**src/verilog/tcic_pkg.sv**
```systemverilog
package tcic_pkg;

	// ----------------------------------------------------------------
	// register map (byte addresses)
	// ----------------------------------------------------------------
	localparam int TCIC_ADDR_W = 4;
	localparam logic [3:0] TCIC_CTRL_OFFSET = 4'h0;
	localparam logic [3:0] TCIC_ENABLE_OFFSET = 4'h4;
	localparam logic [3:0] TCIC_STATUS_OFFSET = 4'h8;

	localparam logic [31:0] TCIC_CTRL_RESET = 32'h0000_0000;
	localparam logic [5:0] TCIC_ENABLE_RESET = 6'h00;
	localparam logic [7:0] TCIC_COUNT_RESET = 8'h00;
	localparam logic [31:0] TCIC_READ_IDLE = 32'h0000_0000;

	// ----------------------------------------------------------------
	// channel control register fields
	// ----------------------------------------------------------------
	localparam int TCIC_A_SEL_LO_POS = 0;    // io select [1:0]
	localparam int TCIC_A_DIV_POS = 2;       // edge divider [1:0]
	localparam int TCIC_A_FILT_POS = 4;      // input filter [3:0]
	localparam int TCIC_B_SEL_LO_POS = 8;
	localparam int TCIC_B_DIV_POS = 10;
	localparam int TCIC_B_FILT_POS = 12;
	localparam int TCIC_RSVD_LO_POS = 16;    // bits 29:16 reserved
	localparam int TCIC_RSVD_HI_POS = 29;
	localparam int TCIC_A_SEL_HI_POS = 30;   // io select [2]
	localparam int TCIC_B_SEL_HI_POS = 31;

	// ----------------------------------------------------------------
	// enable register fields
	// ----------------------------------------------------------------
	localparam int TCIC_EN_A_POS = 0;
	localparam int TCIC_EN_B_POS = 1;
	localparam int TCIC_EN_A_PARTNER_POS = 2;
	localparam int TCIC_EN_B_PARTNER_POS = 3;
	localparam int TCIC_EN_A_MULTI_POS = 4;
	localparam int TCIC_EN_B_MULTI_POS = 5;

	// ----------------------------------------------------------------
	// status register fields
	// ----------------------------------------------------------------
	localparam int TCIC_ST_FILT_A_POS = 0;
	localparam int TCIC_ST_FILT_B_POS = 1;
	localparam int TCIC_ST_CNT_A_POS = 8;
	localparam int TCIC_ST_CNT_B_POS = 16;

	// ----------------------------------------------------------------
	// sampling rates: index 0 kernel clock, k = dead-time clock / 2^k
	// ----------------------------------------------------------------
	localparam int TCIC_RATE_N = 6;
	localparam int TCIC_DTS_DIV_W = 5;

	typedef enum logic [2:0] {
		TCIC_IO_OUTPUT = 3'h0,
		TCIC_IO_OWN = 3'h1,
		TCIC_IO_NEIGHBOUR = 3'h2,
		TCIC_IO_TRIGGER = 3'h3,
		TCIC_IO_MULTI = 3'h4
	} tcic_io_e;

	typedef struct packed {
		logic [2:0] ioSelect;
		logic [3:0] filterSel;
		logic [1:0] edgeDivider;
	} tcic_chcfg_s;

	typedef struct packed {
		logic bypass;
		logic [2:0] rate;
		logic [3:0] need;
	} tcic_filt_s;

	// filter setting to sampling rate and consecutive sample count
	function automatic tcic_filt_s tcic_decode_filter(input logic [3:0] sel);
		tcic_filt_s f;
		f.bypass = 1'b0;
		unique case (sel)
			4'h0: begin f.bypass = 1'b1; f.rate = 3'h0; f.need = 4'h1; end
			4'h1: begin f.rate = 3'h0; f.need = 4'h2; end
			4'h2: begin f.rate = 3'h0; f.need = 4'h4; end
			4'h3: begin f.rate = 3'h0; f.need = 4'h8; end
			4'h4: begin f.rate = 3'h1; f.need = 4'h6; end
			4'h5: begin f.rate = 3'h1; f.need = 4'h8; end
			4'h6: begin f.rate = 3'h2; f.need = 4'h6; end
			4'h7: begin f.rate = 3'h2; f.need = 4'h8; end
			4'h8: begin f.rate = 3'h3; f.need = 4'h6; end
			4'h9: begin f.rate = 3'h3; f.need = 4'h8; end
			4'hA: begin f.rate = 3'h4; f.need = 4'h5; end
			4'hB: begin f.rate = 3'h4; f.need = 4'h6; end
			4'hC: begin f.rate = 3'h4; f.need = 4'h8; end
			4'hD: begin f.rate = 3'h5; f.need = 4'h5; end
			4'hE: begin f.rate = 3'h5; f.need = 4'h6; end
			4'hF: begin f.rate = 3'h5; f.need = 4'h8; end
		endcase
		return f;
	endfunction : tcic_decode_filter

endpackage : tcic_pkg
```
**src/verilog/tcic_capture_ctrl.sv**
```systemverilog
// Contract
// - Channel A's input filter setting is the 4-bit field at bits 7:4 of the control register.
// - The raw input is sampled at the chosen rate and runs of equal samples are counted.
// - A new level is accepted only once the run of equal samples reaches the chosen count.
// - Setting 0 disables the filter; 1..3 need 2/4/8 kernel samples; 4/5 need 6/8 at dts/2.
// - Channel A's edge divider is the 2-bit field at bits 3:2 and sets edges per capture.
// - Divider 00 gives a capture on every qualified edge.
// - Dividers 01, 10 and 11 give one capture per 2, 4 and 8 qualified edges.
// - Channel A's edge divider count clears whenever channel A's enable is low.
// - Channel B has its filter at bits 15:12 and divider at bits 11:10, working alike.
// - Channel A's 3-bit io select has its top bit at bit 30 and low bits at 1:0.
// - Channel B's 3-bit io select has its top bit at bit 31 and low bits at 9:8.
// - Io select codes: output, own input, neighbour input, trigger, multi-mode input.
// - An io select write is taken only while the channel and any used partner are off.
//
// Implementation choices: the register offsets and register access over Avalon-MM.
`timescale 1ns/1ps
`default_nettype none
module tcic_capture_ctrl
	import tcic_pkg::*;
(
	input wire logic clk,
	input wire logic rstn,
	input wire logic [TCIC_ADDR_W-1:0] address,
	input wire logic read,
	input wire logic write,
	input wire logic [31:0] writedata,
	input wire logic [3:0] byteenable,
	output logic [31:0] readdata,
	output logic waitrequest,
	input wire logic chARawInput,
	input wire logic chBRawInput,
	input wire logic chAMultiInput,
	input wire logic chBMultiInput,
	input wire logic triggerInput,
	output logic chACapture,
	output logic chBCapture,
	output logic chAFiltered,
	output logic chBFiltered,
	output logic [2:0] chAIoSelect,
	output logic [2:0] chBIoSelect
);

	logic [31:0] ctrl_reg;
	logic [5:0] enable_reg;
	logic [7:0] capCntA_reg;
	logic [7:0] capCntB_reg;
	logic waitReg;
	logic [1:0] syncA_reg;
	logic [1:0] syncB_reg;
	logic [TCIC_DTS_DIV_W-1:0] dtsCnt_reg;
	logic [TCIC_RATE_N-1:0] rateTick;
	logic srcAPrev_reg;
	logic srcBPrev_reg;
	logic srcA;
	logic srcB;
	logic edgeA;
	logic edgeB;
	logic busReq;
	logic busTake;
	logic ctrlWrite;
	logic enableWrite;
	logic modeOpenA;
	logic modeOpenB;
	logic [31:0] ctrlMerged;
	logic [31:0] ctrl_next;
	logic [31:0] enableMerged;
	logic [31:0] readValue;
	tcic_chcfg_s cfgA;
	tcic_chcfg_s cfgB;
	logic chAEnable;
	logic chBEnable;

	// ----------------------------------------------------------------
	// byte lane merge, used for each writable register
	// ----------------------------------------------------------------
	function automatic logic [31:0] tcic_merge(input logic [31:0] oldVal,
		input logic [31:0] newVal, input logic [3:0] lanes);
		logic [31:0] r;
		r = oldVal;
		for (int b = 0; b < 4; b++) begin
			if (lanes[b]) begin
				r[b*8 +: 8] = newVal[b*8 +: 8];
			end
		end
		return r;
	endfunction : tcic_merge

	// ----------------------------------------------------------------
	// bus slave: one wait cycle, then the access completes
	// ----------------------------------------------------------------
	assign busReq = read || write;
	assign busTake = busReq && !waitReg;
	assign ctrlWrite = busTake && write && (address == TCIC_CTRL_OFFSET);
	assign enableWrite = busTake && write && (address == TCIC_ENABLE_OFFSET);

	// waitrequest drops for the cycle after a request appears
	always_ff @(posedge clk) begin
		if (!rstn) begin
			waitReg <= 1'b1;
		end else begin
			waitReg <= !(busReq && waitReg);
		end
	end
	assign waitrequest = waitReg;

	// read value, unmapped addresses read zero
	always_comb begin
		readValue = TCIC_READ_IDLE;
		unique case (address)
			TCIC_CTRL_OFFSET: readValue = ctrl_reg;
			TCIC_ENABLE_OFFSET: readValue[5:0] = enable_reg;
			TCIC_STATUS_OFFSET: begin
				readValue[TCIC_ST_FILT_A_POS] = chAFiltered;
				readValue[TCIC_ST_FILT_B_POS] = chBFiltered;
				readValue[TCIC_ST_CNT_A_POS +: 8] = capCntA_reg;
				readValue[TCIC_ST_CNT_B_POS +: 8] = capCntB_reg;
			end
			default: readValue = TCIC_READ_IDLE;
		endcase
	end

	// read data stand in the cycle where waitrequest is low
	always_ff @(posedge clk) begin
		if (!rstn) begin
			readdata <= TCIC_READ_IDLE;
		end else if (read && waitReg) begin
			readdata <= readValue;
		end
	end

	// ----------------------------------------------------------------
	// channel control register
	// ----------------------------------------------------------------
	assign chAEnable = enable_reg[TCIC_EN_A_POS];
	assign chBEnable = enable_reg[TCIC_EN_B_POS];
	// io select is locked while the channel or its used partner runs
	assign modeOpenA = !chAEnable &&
		!(enable_reg[TCIC_EN_A_MULTI_POS] && enable_reg[TCIC_EN_A_PARTNER_POS]);
	assign modeOpenB = !chBEnable &&
		!(enable_reg[TCIC_EN_B_MULTI_POS] && enable_reg[TCIC_EN_B_PARTNER_POS]);
	assign ctrlMerged = tcic_merge(ctrl_reg, writedata, byteenable);

	// next control value with locked fields kept and reserved fields cleared to zero
	always_comb begin
		ctrl_next = ctrlMerged;
		ctrl_next[TCIC_RSVD_HI_POS:TCIC_RSVD_LO_POS] = 14'h0000;
		if (!modeOpenA) begin
			ctrl_next[TCIC_A_SEL_HI_POS] = ctrl_reg[TCIC_A_SEL_HI_POS];
			ctrl_next[TCIC_A_SEL_LO_POS +: 2] = ctrl_reg[TCIC_A_SEL_LO_POS +: 2];
		end
		if (!modeOpenB) begin
			ctrl_next[TCIC_B_SEL_HI_POS] = ctrl_reg[TCIC_B_SEL_HI_POS];
			ctrl_next[TCIC_B_SEL_LO_POS +: 2] = ctrl_reg[TCIC_B_SEL_LO_POS +: 2];
		end
	end

	// control register storage
	always_ff @(posedge clk) begin
		if (!rstn) begin
			ctrl_reg <= TCIC_CTRL_RESET;
		end else if (ctrlWrite) begin
			ctrl_reg <= ctrl_next;
		end
	end

	// enable register storage
	assign enableMerged = tcic_merge({26'h000_0000, enable_reg}, writedata, byteenable);
	always_ff @(posedge clk) begin
		if (!rstn) begin
			enable_reg <= TCIC_ENABLE_RESET;
		end else if (enableWrite) begin
			enable_reg <= enableMerged[5:0];
		end
	end

	// field unpacking of the control register
	assign cfgA.ioSelect = {ctrl_reg[TCIC_A_SEL_HI_POS], ctrl_reg[TCIC_A_SEL_LO_POS +: 2]};
	assign cfgA.filterSel = ctrl_reg[TCIC_A_FILT_POS +: 4];
	assign cfgA.edgeDivider = ctrl_reg[TCIC_A_DIV_POS +: 2];
	assign cfgB.ioSelect = {ctrl_reg[TCIC_B_SEL_HI_POS], ctrl_reg[TCIC_B_SEL_LO_POS +: 2]};
	assign cfgB.filterSel = ctrl_reg[TCIC_B_FILT_POS +: 4];
	assign cfgB.edgeDivider = ctrl_reg[TCIC_B_DIV_POS +: 2];
	assign chAIoSelect = cfgA.ioSelect;
	assign chBIoSelect = cfgB.ioSelect;

	// ----------------------------------------------------------------
	// sampling strobes from the dead-time divider
	// ----------------------------------------------------------------
	always_ff @(posedge clk) begin
		if (!rstn) begin
			dtsCnt_reg <= '0;
		end else begin
			dtsCnt_reg <= dtsCnt_reg + 5'h01;
		end
	end

	assign rateTick[0] = 1'b1; // kernel clock rate
	for (genvar k = 1; k < TCIC_RATE_N; k++) begin : g_rate
		assign rateTick[k] = &dtsCnt_reg[k-1:0];
	end

	// ----------------------------------------------------------------
	// input synchronisers and digital filters
	// ----------------------------------------------------------------
	always_ff @(posedge clk) begin
		if (!rstn) begin
			syncA_reg <= 2'b00;
			syncB_reg <= 2'b00;
		end else begin
			syncA_reg <= {syncA_reg[0], chARawInput};
			syncB_reg <= {syncB_reg[0], chBRawInput};
		end
	end

	tcic_input_filter u_filter_a (
		.clk(clk),
		.rstn(rstn),
		.sampleIn(syncA_reg[1]),
		.filterSel(cfgA.filterSel),
		.rateTick(rateTick),
		.filteredLevel(chAFiltered)
	);

	tcic_input_filter u_filter_b (
		.clk(clk),
		.rstn(rstn),
		.sampleIn(syncB_reg[1]),
		.filterSel(cfgB.filterSel),
		.rateTick(rateTick),
		.filteredLevel(chBFiltered)
	);

	// ----------------------------------------------------------------
	// capture source selection and rising edge detect
	// ----------------------------------------------------------------
	function automatic logic tcic_pick_source(input logic [2:0] sel, input logic own,
		input logic neighbour, input logic trig, input logic multi);
		logic s;
		s = 1'b0;
		case (sel)
			TCIC_IO_OWN: s = own;
			TCIC_IO_NEIGHBOUR: s = neighbour;
			TCIC_IO_TRIGGER: s = trig;
			TCIC_IO_MULTI: s = multi;
			default: s = 1'b0; // output and reserved codes capture nothing
		endcase
		return s;
	endfunction : tcic_pick_source

	assign srcA = tcic_pick_source(cfgA.ioSelect, chAFiltered, chBFiltered,
		triggerInput, chAMultiInput);
	assign srcB = tcic_pick_source(cfgB.ioSelect, chBFiltered, chAFiltered,
		triggerInput, chBMultiInput);

	// previous source level for edge detect
	always_ff @(posedge clk) begin
		if (!rstn) begin
			srcAPrev_reg <= 1'b0;
			srcBPrev_reg <= 1'b0;
		end else begin
			srcAPrev_reg <= srcA;
			srcBPrev_reg <= srcB;
		end
	end
	assign edgeA = srcA && !srcAPrev_reg;
	assign edgeB = srcB && !srcBPrev_reg;

	// ----------------------------------------------------------------
	// edge dividers and capture counters
	// ----------------------------------------------------------------
	tcic_edge_divider u_div_a (
		.clk(clk),
		.rstn(rstn),
		.chEnable(chAEnable),
		.edgeIn(edgeA),
		.edgeDivider(cfgA.edgeDivider),
		.capturePulse(chACapture)
	);

	tcic_edge_divider u_div_b (
		.clk(clk),
		.rstn(rstn),
		.chEnable(chBEnable),
		.edgeIn(edgeB),
		.edgeDivider(cfgB.edgeDivider),
		.capturePulse(chBCapture)
	);

	// capture event counts shown in the status register
	always_ff @(posedge clk) begin
		if (!rstn) begin
			capCntA_reg <= TCIC_COUNT_RESET;
			capCntB_reg <= TCIC_COUNT_RESET;
		end else begin
			capCntA_reg <= capCntA_reg + {7'h00, chACapture};
			capCntB_reg <= capCntB_reg + {7'h00, chBCapture};
		end
	end
endmodule : tcic_capture_ctrl
`default_nettype wire

```
**src/verilog/tcic_edge_divider.sv**
```systemverilog
`timescale 1ns/1ps
`default_nettype none
module tcic_edge_divider
	import tcic_pkg::*;
(
	input wire logic clk,
	input wire logic rstn,
	input wire logic chEnable,
	input wire logic edgeIn,
	input wire logic [1:0] edgeDivider,
	output logic capturePulse
);

	logic [2:0] edgeCnt_reg;
	logic [2:0] limit;

	// ----------------------------------------------------------------
	// one capture per 1, 2, 4 or 8 qualified edges
	// ----------------------------------------------------------------
	assign limit = 3'((4'h1 << edgeDivider) - 4'h1);

	// edge counter, cleared while the channel is disabled
	always_ff @(posedge clk) begin
		if (!rstn || !chEnable) begin
			edgeCnt_reg <= 3'h0;
		end else if (edgeIn) begin
			edgeCnt_reg <= (edgeCnt_reg >= limit) ? 3'h0 : edgeCnt_reg + 3'h1;
		end
	end

	// capture strobe on the edge that completes a group
	always_ff @(posedge clk) begin
		if (!rstn) begin
			capturePulse <= 1'b0;
		end else begin
			capturePulse <= chEnable && edgeIn && (edgeCnt_reg >= limit);
		end
	end
endmodule : tcic_edge_divider
`default_nettype wire

```
**src/verilog/tcic_input_filter.sv**
```systemverilog
`timescale 1ns/1ps
`default_nettype none
module tcic_input_filter
	import tcic_pkg::*;
(
	input wire logic clk,
	input wire logic rstn,
	input wire logic sampleIn,
	input wire logic [3:0] filterSel,
	input wire logic [TCIC_RATE_N-1:0] rateTick,
	output logic filteredLevel
);

	tcic_filt_s cfg;
	logic sampleNow;
	logic prevSample_reg;
	logic [3:0] sameCnt_reg;
	logic [3:0] sameCnt_next;

	// ----------------------------------------------------------------
	// sample strobe and run length
	// ----------------------------------------------------------------
	assign cfg = tcic_decode_filter(filterSel);
	assign sampleNow = rateTick[cfg.rate];
	// restart at one when the level differs, saturate at eight
	assign sameCnt_next = (sampleIn != prevSample_reg) ? 4'h1 :
		((sameCnt_reg == 4'h8) ? 4'h8 : sameCnt_reg + 4'h1);

	// sample history and count of equal samples
	always_ff @(posedge clk) begin
		if (!rstn) begin
			prevSample_reg <= 1'b0;
			sameCnt_reg <= 4'h0;
		end else if (cfg.bypass) begin
			prevSample_reg <= sampleIn;
			sameCnt_reg <= 4'h0;
		end else if (sampleNow) begin
			prevSample_reg <= sampleIn;
			sameCnt_reg <= sameCnt_next;
		end
	end

	// output level moves only after the required run
	always_ff @(posedge clk) begin
		if (!rstn) begin
			filteredLevel <= 1'b0;
		end else if (cfg.bypass) begin
			filteredLevel <= sampleIn;
		end else if (sampleNow && sameCnt_next >= cfg.need) begin
			filteredLevel <= sampleIn;
		end
	end
endmodule : tcic_input_filter
`default_nettype wire

```
**config.mk**
```make
export PLATFORM = sky130hd
export DESIGN_NAME = tcic_capture_ctrl
export DESIGN_NICKNAME = d
export VERILOG_FILES = /design/src/verilog/tcic_pkg.sv /design/src/verilog/tcic_capture_ctrl.sv /design/src/verilog/tcic_edge_divider.sv /design/src/verilog/tcic_input_filter.sv
export SDC_FILE = /design/constraint.sdc
export NUM_CORES = 1
export LEC_CHECK = 0
export ABC_AREA = 1
export BUFFER_PORTS_ARGS = -buffer_cell sky130_fd_sc_hd__buf_4
export CAP_MARGIN = 5
export CORE_MARGIN = 2
export CORE_UTILIZATION = 45
export DETAILED_ROUTE_END_ITERATION = 6
export GPL_TIMING_DRIVEN = 0
export MAX_ROUTING_LAYER = met4
export PLACE_DENSITY = 0.77
export RECOVER_POWER = 50
export SLEW_MARGIN = 10
export SYNTH_ARGS = -nofsm -noshare
export SYNTH_HDL_FRONTEND = slang
export SYNTH_SLANG_ARGS = --single-unit
```
**constraint.sdc**
```tcl
create_clock -name clk -period 1.7 [get_ports clk]
set_clock_uncertainty 0.05 [all_clocks]
set_input_delay 0.34 -clock clk [delete_from_list [all_inputs] [get_ports clk]]
set_output_delay 0.34 -clock clk [all_outputs]
set_load 0.01 [all_outputs]
```
==> out/qor.yml <==
run_status:
  status: "finished, violations left"
  violations: "setup timing"
global_routing:
  grt_start_max_net_pins: 17
  grt_pass1_vias: 4489
  grt_pass1_wl_um: 21050
  grt-ovfl-total: 0
  grt_use_total_pct: 23.20
  antenna_found_initial: 0
worst_setup_path:
  crit_slowest_cell: "dfxtp_4"
  crit_cells: 11
  path_class: "flip-flop to flip-flop"
  r2r_end: "u_filter_a.filteredLevel"
  critPathArrivalTime_ns: 2.15
  cp.required_ns: 1.92
  critical_path.most_common_cell: "nand2_1"
  crit_end: "u_filter_a.filteredLevel"
  crit_start: "ctrl_reg[5]"
  cp-start-kind: "flip-flop"
  cp_top_family: "compound AO/OA/AOI/OAI gates"
  crit_path_cell_trace: "inv_4, buf_4, o31ai_4, a31oi_1, ha_1, a21oi_1, nand4_1, nand3_2, nand2_1, nand2_1, nor2_2"
  slowest_delay_ns: 0.40
  r2r_cells: 11
  r2r_slack_ns: -0.24
  crit-reg2reg-launch: "ctrl_reg[5]"
  end_kind: "flip-flop"
  critPathMaxFanout: 4
  path_buf_inv: 2
synthesis:
  avgSynthCellArea_um2: 7.368
  synth_seq_cells: 98
  yosysSeqAreaShare_pct: 39.51
  ys_warn_count: 0
  synth_area_mm2: 0.004966
  synth_cells: 674
  ys_types: 43
detailed_routing:
  avgViaCountPerCell: 5.221
  drt_wl_total_um: 13140
  drtIter0Drc: 323
  drtPass1Iterations: 5
  wl_met3_um: 815
  top_layer_used: "met4"
  wl_per_cell_um: 14.36
  wl_met1_um: 5549
  dr_wl_met2_um: 6580
  drc: 0
  ant_nets: 0
  num_vias: 4777
cts:
  clock_path_buffers: 2
  cts.sinks: 98
  htree_levels: 3
  cts_buffers: 9
  cts_tree: "built"
  clock_latency_ns: 0.36
  root_buffer: "clkbuf_8"
  path_clk_slew_ns: 0.10
worst_hold_path:
  hp-class: "input pin to flip-flop"
floorplan:
  dieArea_mm2: 0.01189
  die_x_um: 109.1
  io-pin-count: 92
  die_h_um: 109.1
  fp.coreArea_mm2: 0.01079
  start_util_pct: 46.01
  row_count: 38
final_layout:
  drive_gt1_share_pct: 22.58
  insertedDiodeCount: 0
  largest_reg_flops: 26
  finalNonFillerCells: 915
  area_delta_synth_final_pct: 22.10
  num-nets-final: 846
flow_run:
  maxCapViolations: 0
sta:
  timing.slew.headroom_pct: 61.64
  finalCriticalPeriod_ns: 1.936
  hold_viol: 0
  fmax_mhz: 516.5
  tns_ns: -0.4263
  setup_viol: 2
  setup_ws_ns: -0.2362
  rsz0062_at_grt: "true"
  maxSlewViolCount: 0
  period_share_pct: 113.9
  worst_pin_slew_ns: 0.5753
placement:
  dp_cells: 888
  pre_cts_ws_ns: -0.2902
  dpl.hpwl_um: 9829
  portBuffers: 69
  place.gp.congestion: 0.8772
power_and_ir_drop:
  power_w: 0.004262
  ir_drop_v: 0.0004865
  power.density_mw_per_mm2: 703.0
  p_leak_nw: 2.681
[power breakdown]
part           total (W)  leakage, nW  internal [W]  switching [W]
combinational   0.000391         1.78      0.000159       0.000232
sequential       0.00239        0.803       0.00234      0.0000426
clock            0.00149       0.0927      0.000661       0.000824
total            0.00426         2.68       0.00316        0.00110
[how the worst min path moves through the flow]
| stage | from | endpoint | cells after the start |
|---|---|---|---|
| floorplan | syncA_reg[0] | syncA_reg[1] | 2 |
| global placement | syncB_reg[0] | syncB_reg[1] | 2 |
| detailed placement | syncB_reg[0] | syncB_reg[1] | 2 |
| CTS | chBRawInput | syncB_reg[0] | 3 |
| global route | chARawInput | syncA_reg[0] | 3 |
| finish | chBRawInput | syncB_reg[0] | 3 |
[cells in the final DEF (no fill, tap or decap), types with 4 or more instances in the layout]
cell type  count
a21oi_1       65
nand3_1       23
nand3_2        6
clkbuf_1      38
xor2_1         7
o21ai_0       67
o211ai_1       4
a31o_2         4
nand2_4        5
nor2_4         5
buf_4         62
dfxtp_2        6
buf_2          4
o221ai_1       8
clkbuf_8      10
conb_1         6
ha_1          24
inv_1         85
o21ai_1        7
nand2_2       10
nor2_2         7
nor2_1        63
dfxtp_1       86
a21oi_2        4
nand4_1        7
dfxtp_4        6
nand2_1       94
clkbuf_2       5
nor3_1         4
inv_2         12
[Yosys cell counts]
cell type	count	share of area, %
nand3_2	3	0.60
buf_2	7	0.71
nand3_1	26	2.6
nor2_2	3	0.38
a31oi_1	3	0.38
inv_6	1	0.18
buf_4	13	2.0
conb_1	1	0.076
a211oi_1	3	0.45
nor4_1	1	0.13
o21ai_2	1	0.18
xnor2_1	1	0.18
clkinv_2	1	0.10
a21oi_2	1	0.18
a31o_2	4	0.71
nand2_4	3	0.68
xor2_1	9	1.6
o22ai_1	2	0.25
nand2_1	96	7.3
nor3_1	5	0.50
inv_2	6	0.45
o21a_1	2	0.30
clkinv_1	1	0.076
nand3b_1	1	0.15
clkbuf_2	1	0.10
clkbuf_1	10	0.76
a21oi_1	68	6.9
buf_6	1	0.23
ha_1	27	6.8
o211ai_1	4	0.60
o21ai_1	7	0.71
nand3b_4	1	0.40
nor3_4	1	0.33
o21ai_0	69	7.0
nor2_1	72	5.4
nand2_2	10	1.3
o31ai_1	1	0.15
nand3_4	1	0.35
dfxtp_1	98	40
nand4_1	7	0.88
o221ai_1	8	1.4
inv_1	93	7.0
a21boi_0	1	0.15
[cell type report]
type	count	area (µm²)
Sequential cell	98	1992
Buffer	32	183.9
Tap cell	140	175.2
Inverter	102	394.1
Clock inverter	5	36.28
Timing Repair Buffer	80	495.5
Fill cell	1012	4730
Clock buffer	11	162.7
Multi-Input combinational cell	447	2624
[metrics by stage]
stage                     instance area (µm²)  hold WS [ns]  util, %
after floorplan                          5022        0.3405        -
after global placement                   5715        0.3512    52.96
after detailed placement                 5715        0.3526    52.96
after CTS                                5998       0.09368    55.58
after global routing                     6063       0.08985    56.18
final                                    6063        0.1053    56.18
[cell families after synthesis]
| logic type | share of synthesized area, % |
|---|---|
| other cells | 0.07551 |
| xor+xnor | 1.764 |
| fa+ha+maj | 6.803 |
| simple gates | 20.99 |
| flops | 39.51 |
| buf+inv | 11.59 |
| compound gates | 19.27 |
[worst register-to-register path, cell delays in order, from the launching register on]
cell     delay (ns)
dfxtp_4        0.40
inv_4          0.05
buf_4          0.15
o31ai_4        0.22
a31oi_1        0.07
ha_1           0.34
a21oi_1        0.14
nand4_1        0.14
nand3_2        0.11
nand2_1        0.05
nand2_1        0.07
nor2_2         0.04
[routing by layer]
| metal | track usage [%] | up-vias |
|---|---|---|
| met1 | 28.50 | 2210 |
| met5 | - | - |
| met3 | 2.989 | 20 |
| li1 | - | 2389 |
| met2 | 39.53 | 158 |
| met4 | 7.326 | 0 |
[what timing repair did]
action                                  in CTS  in global routing
buffers inserted                             3                  8
hold buffers                                 0                  0
pin swaps                                    8                 22
resized for setup                           21                 38
endpoints found under the setup margin       8                 20
Power figures use the tool's default switching activity.
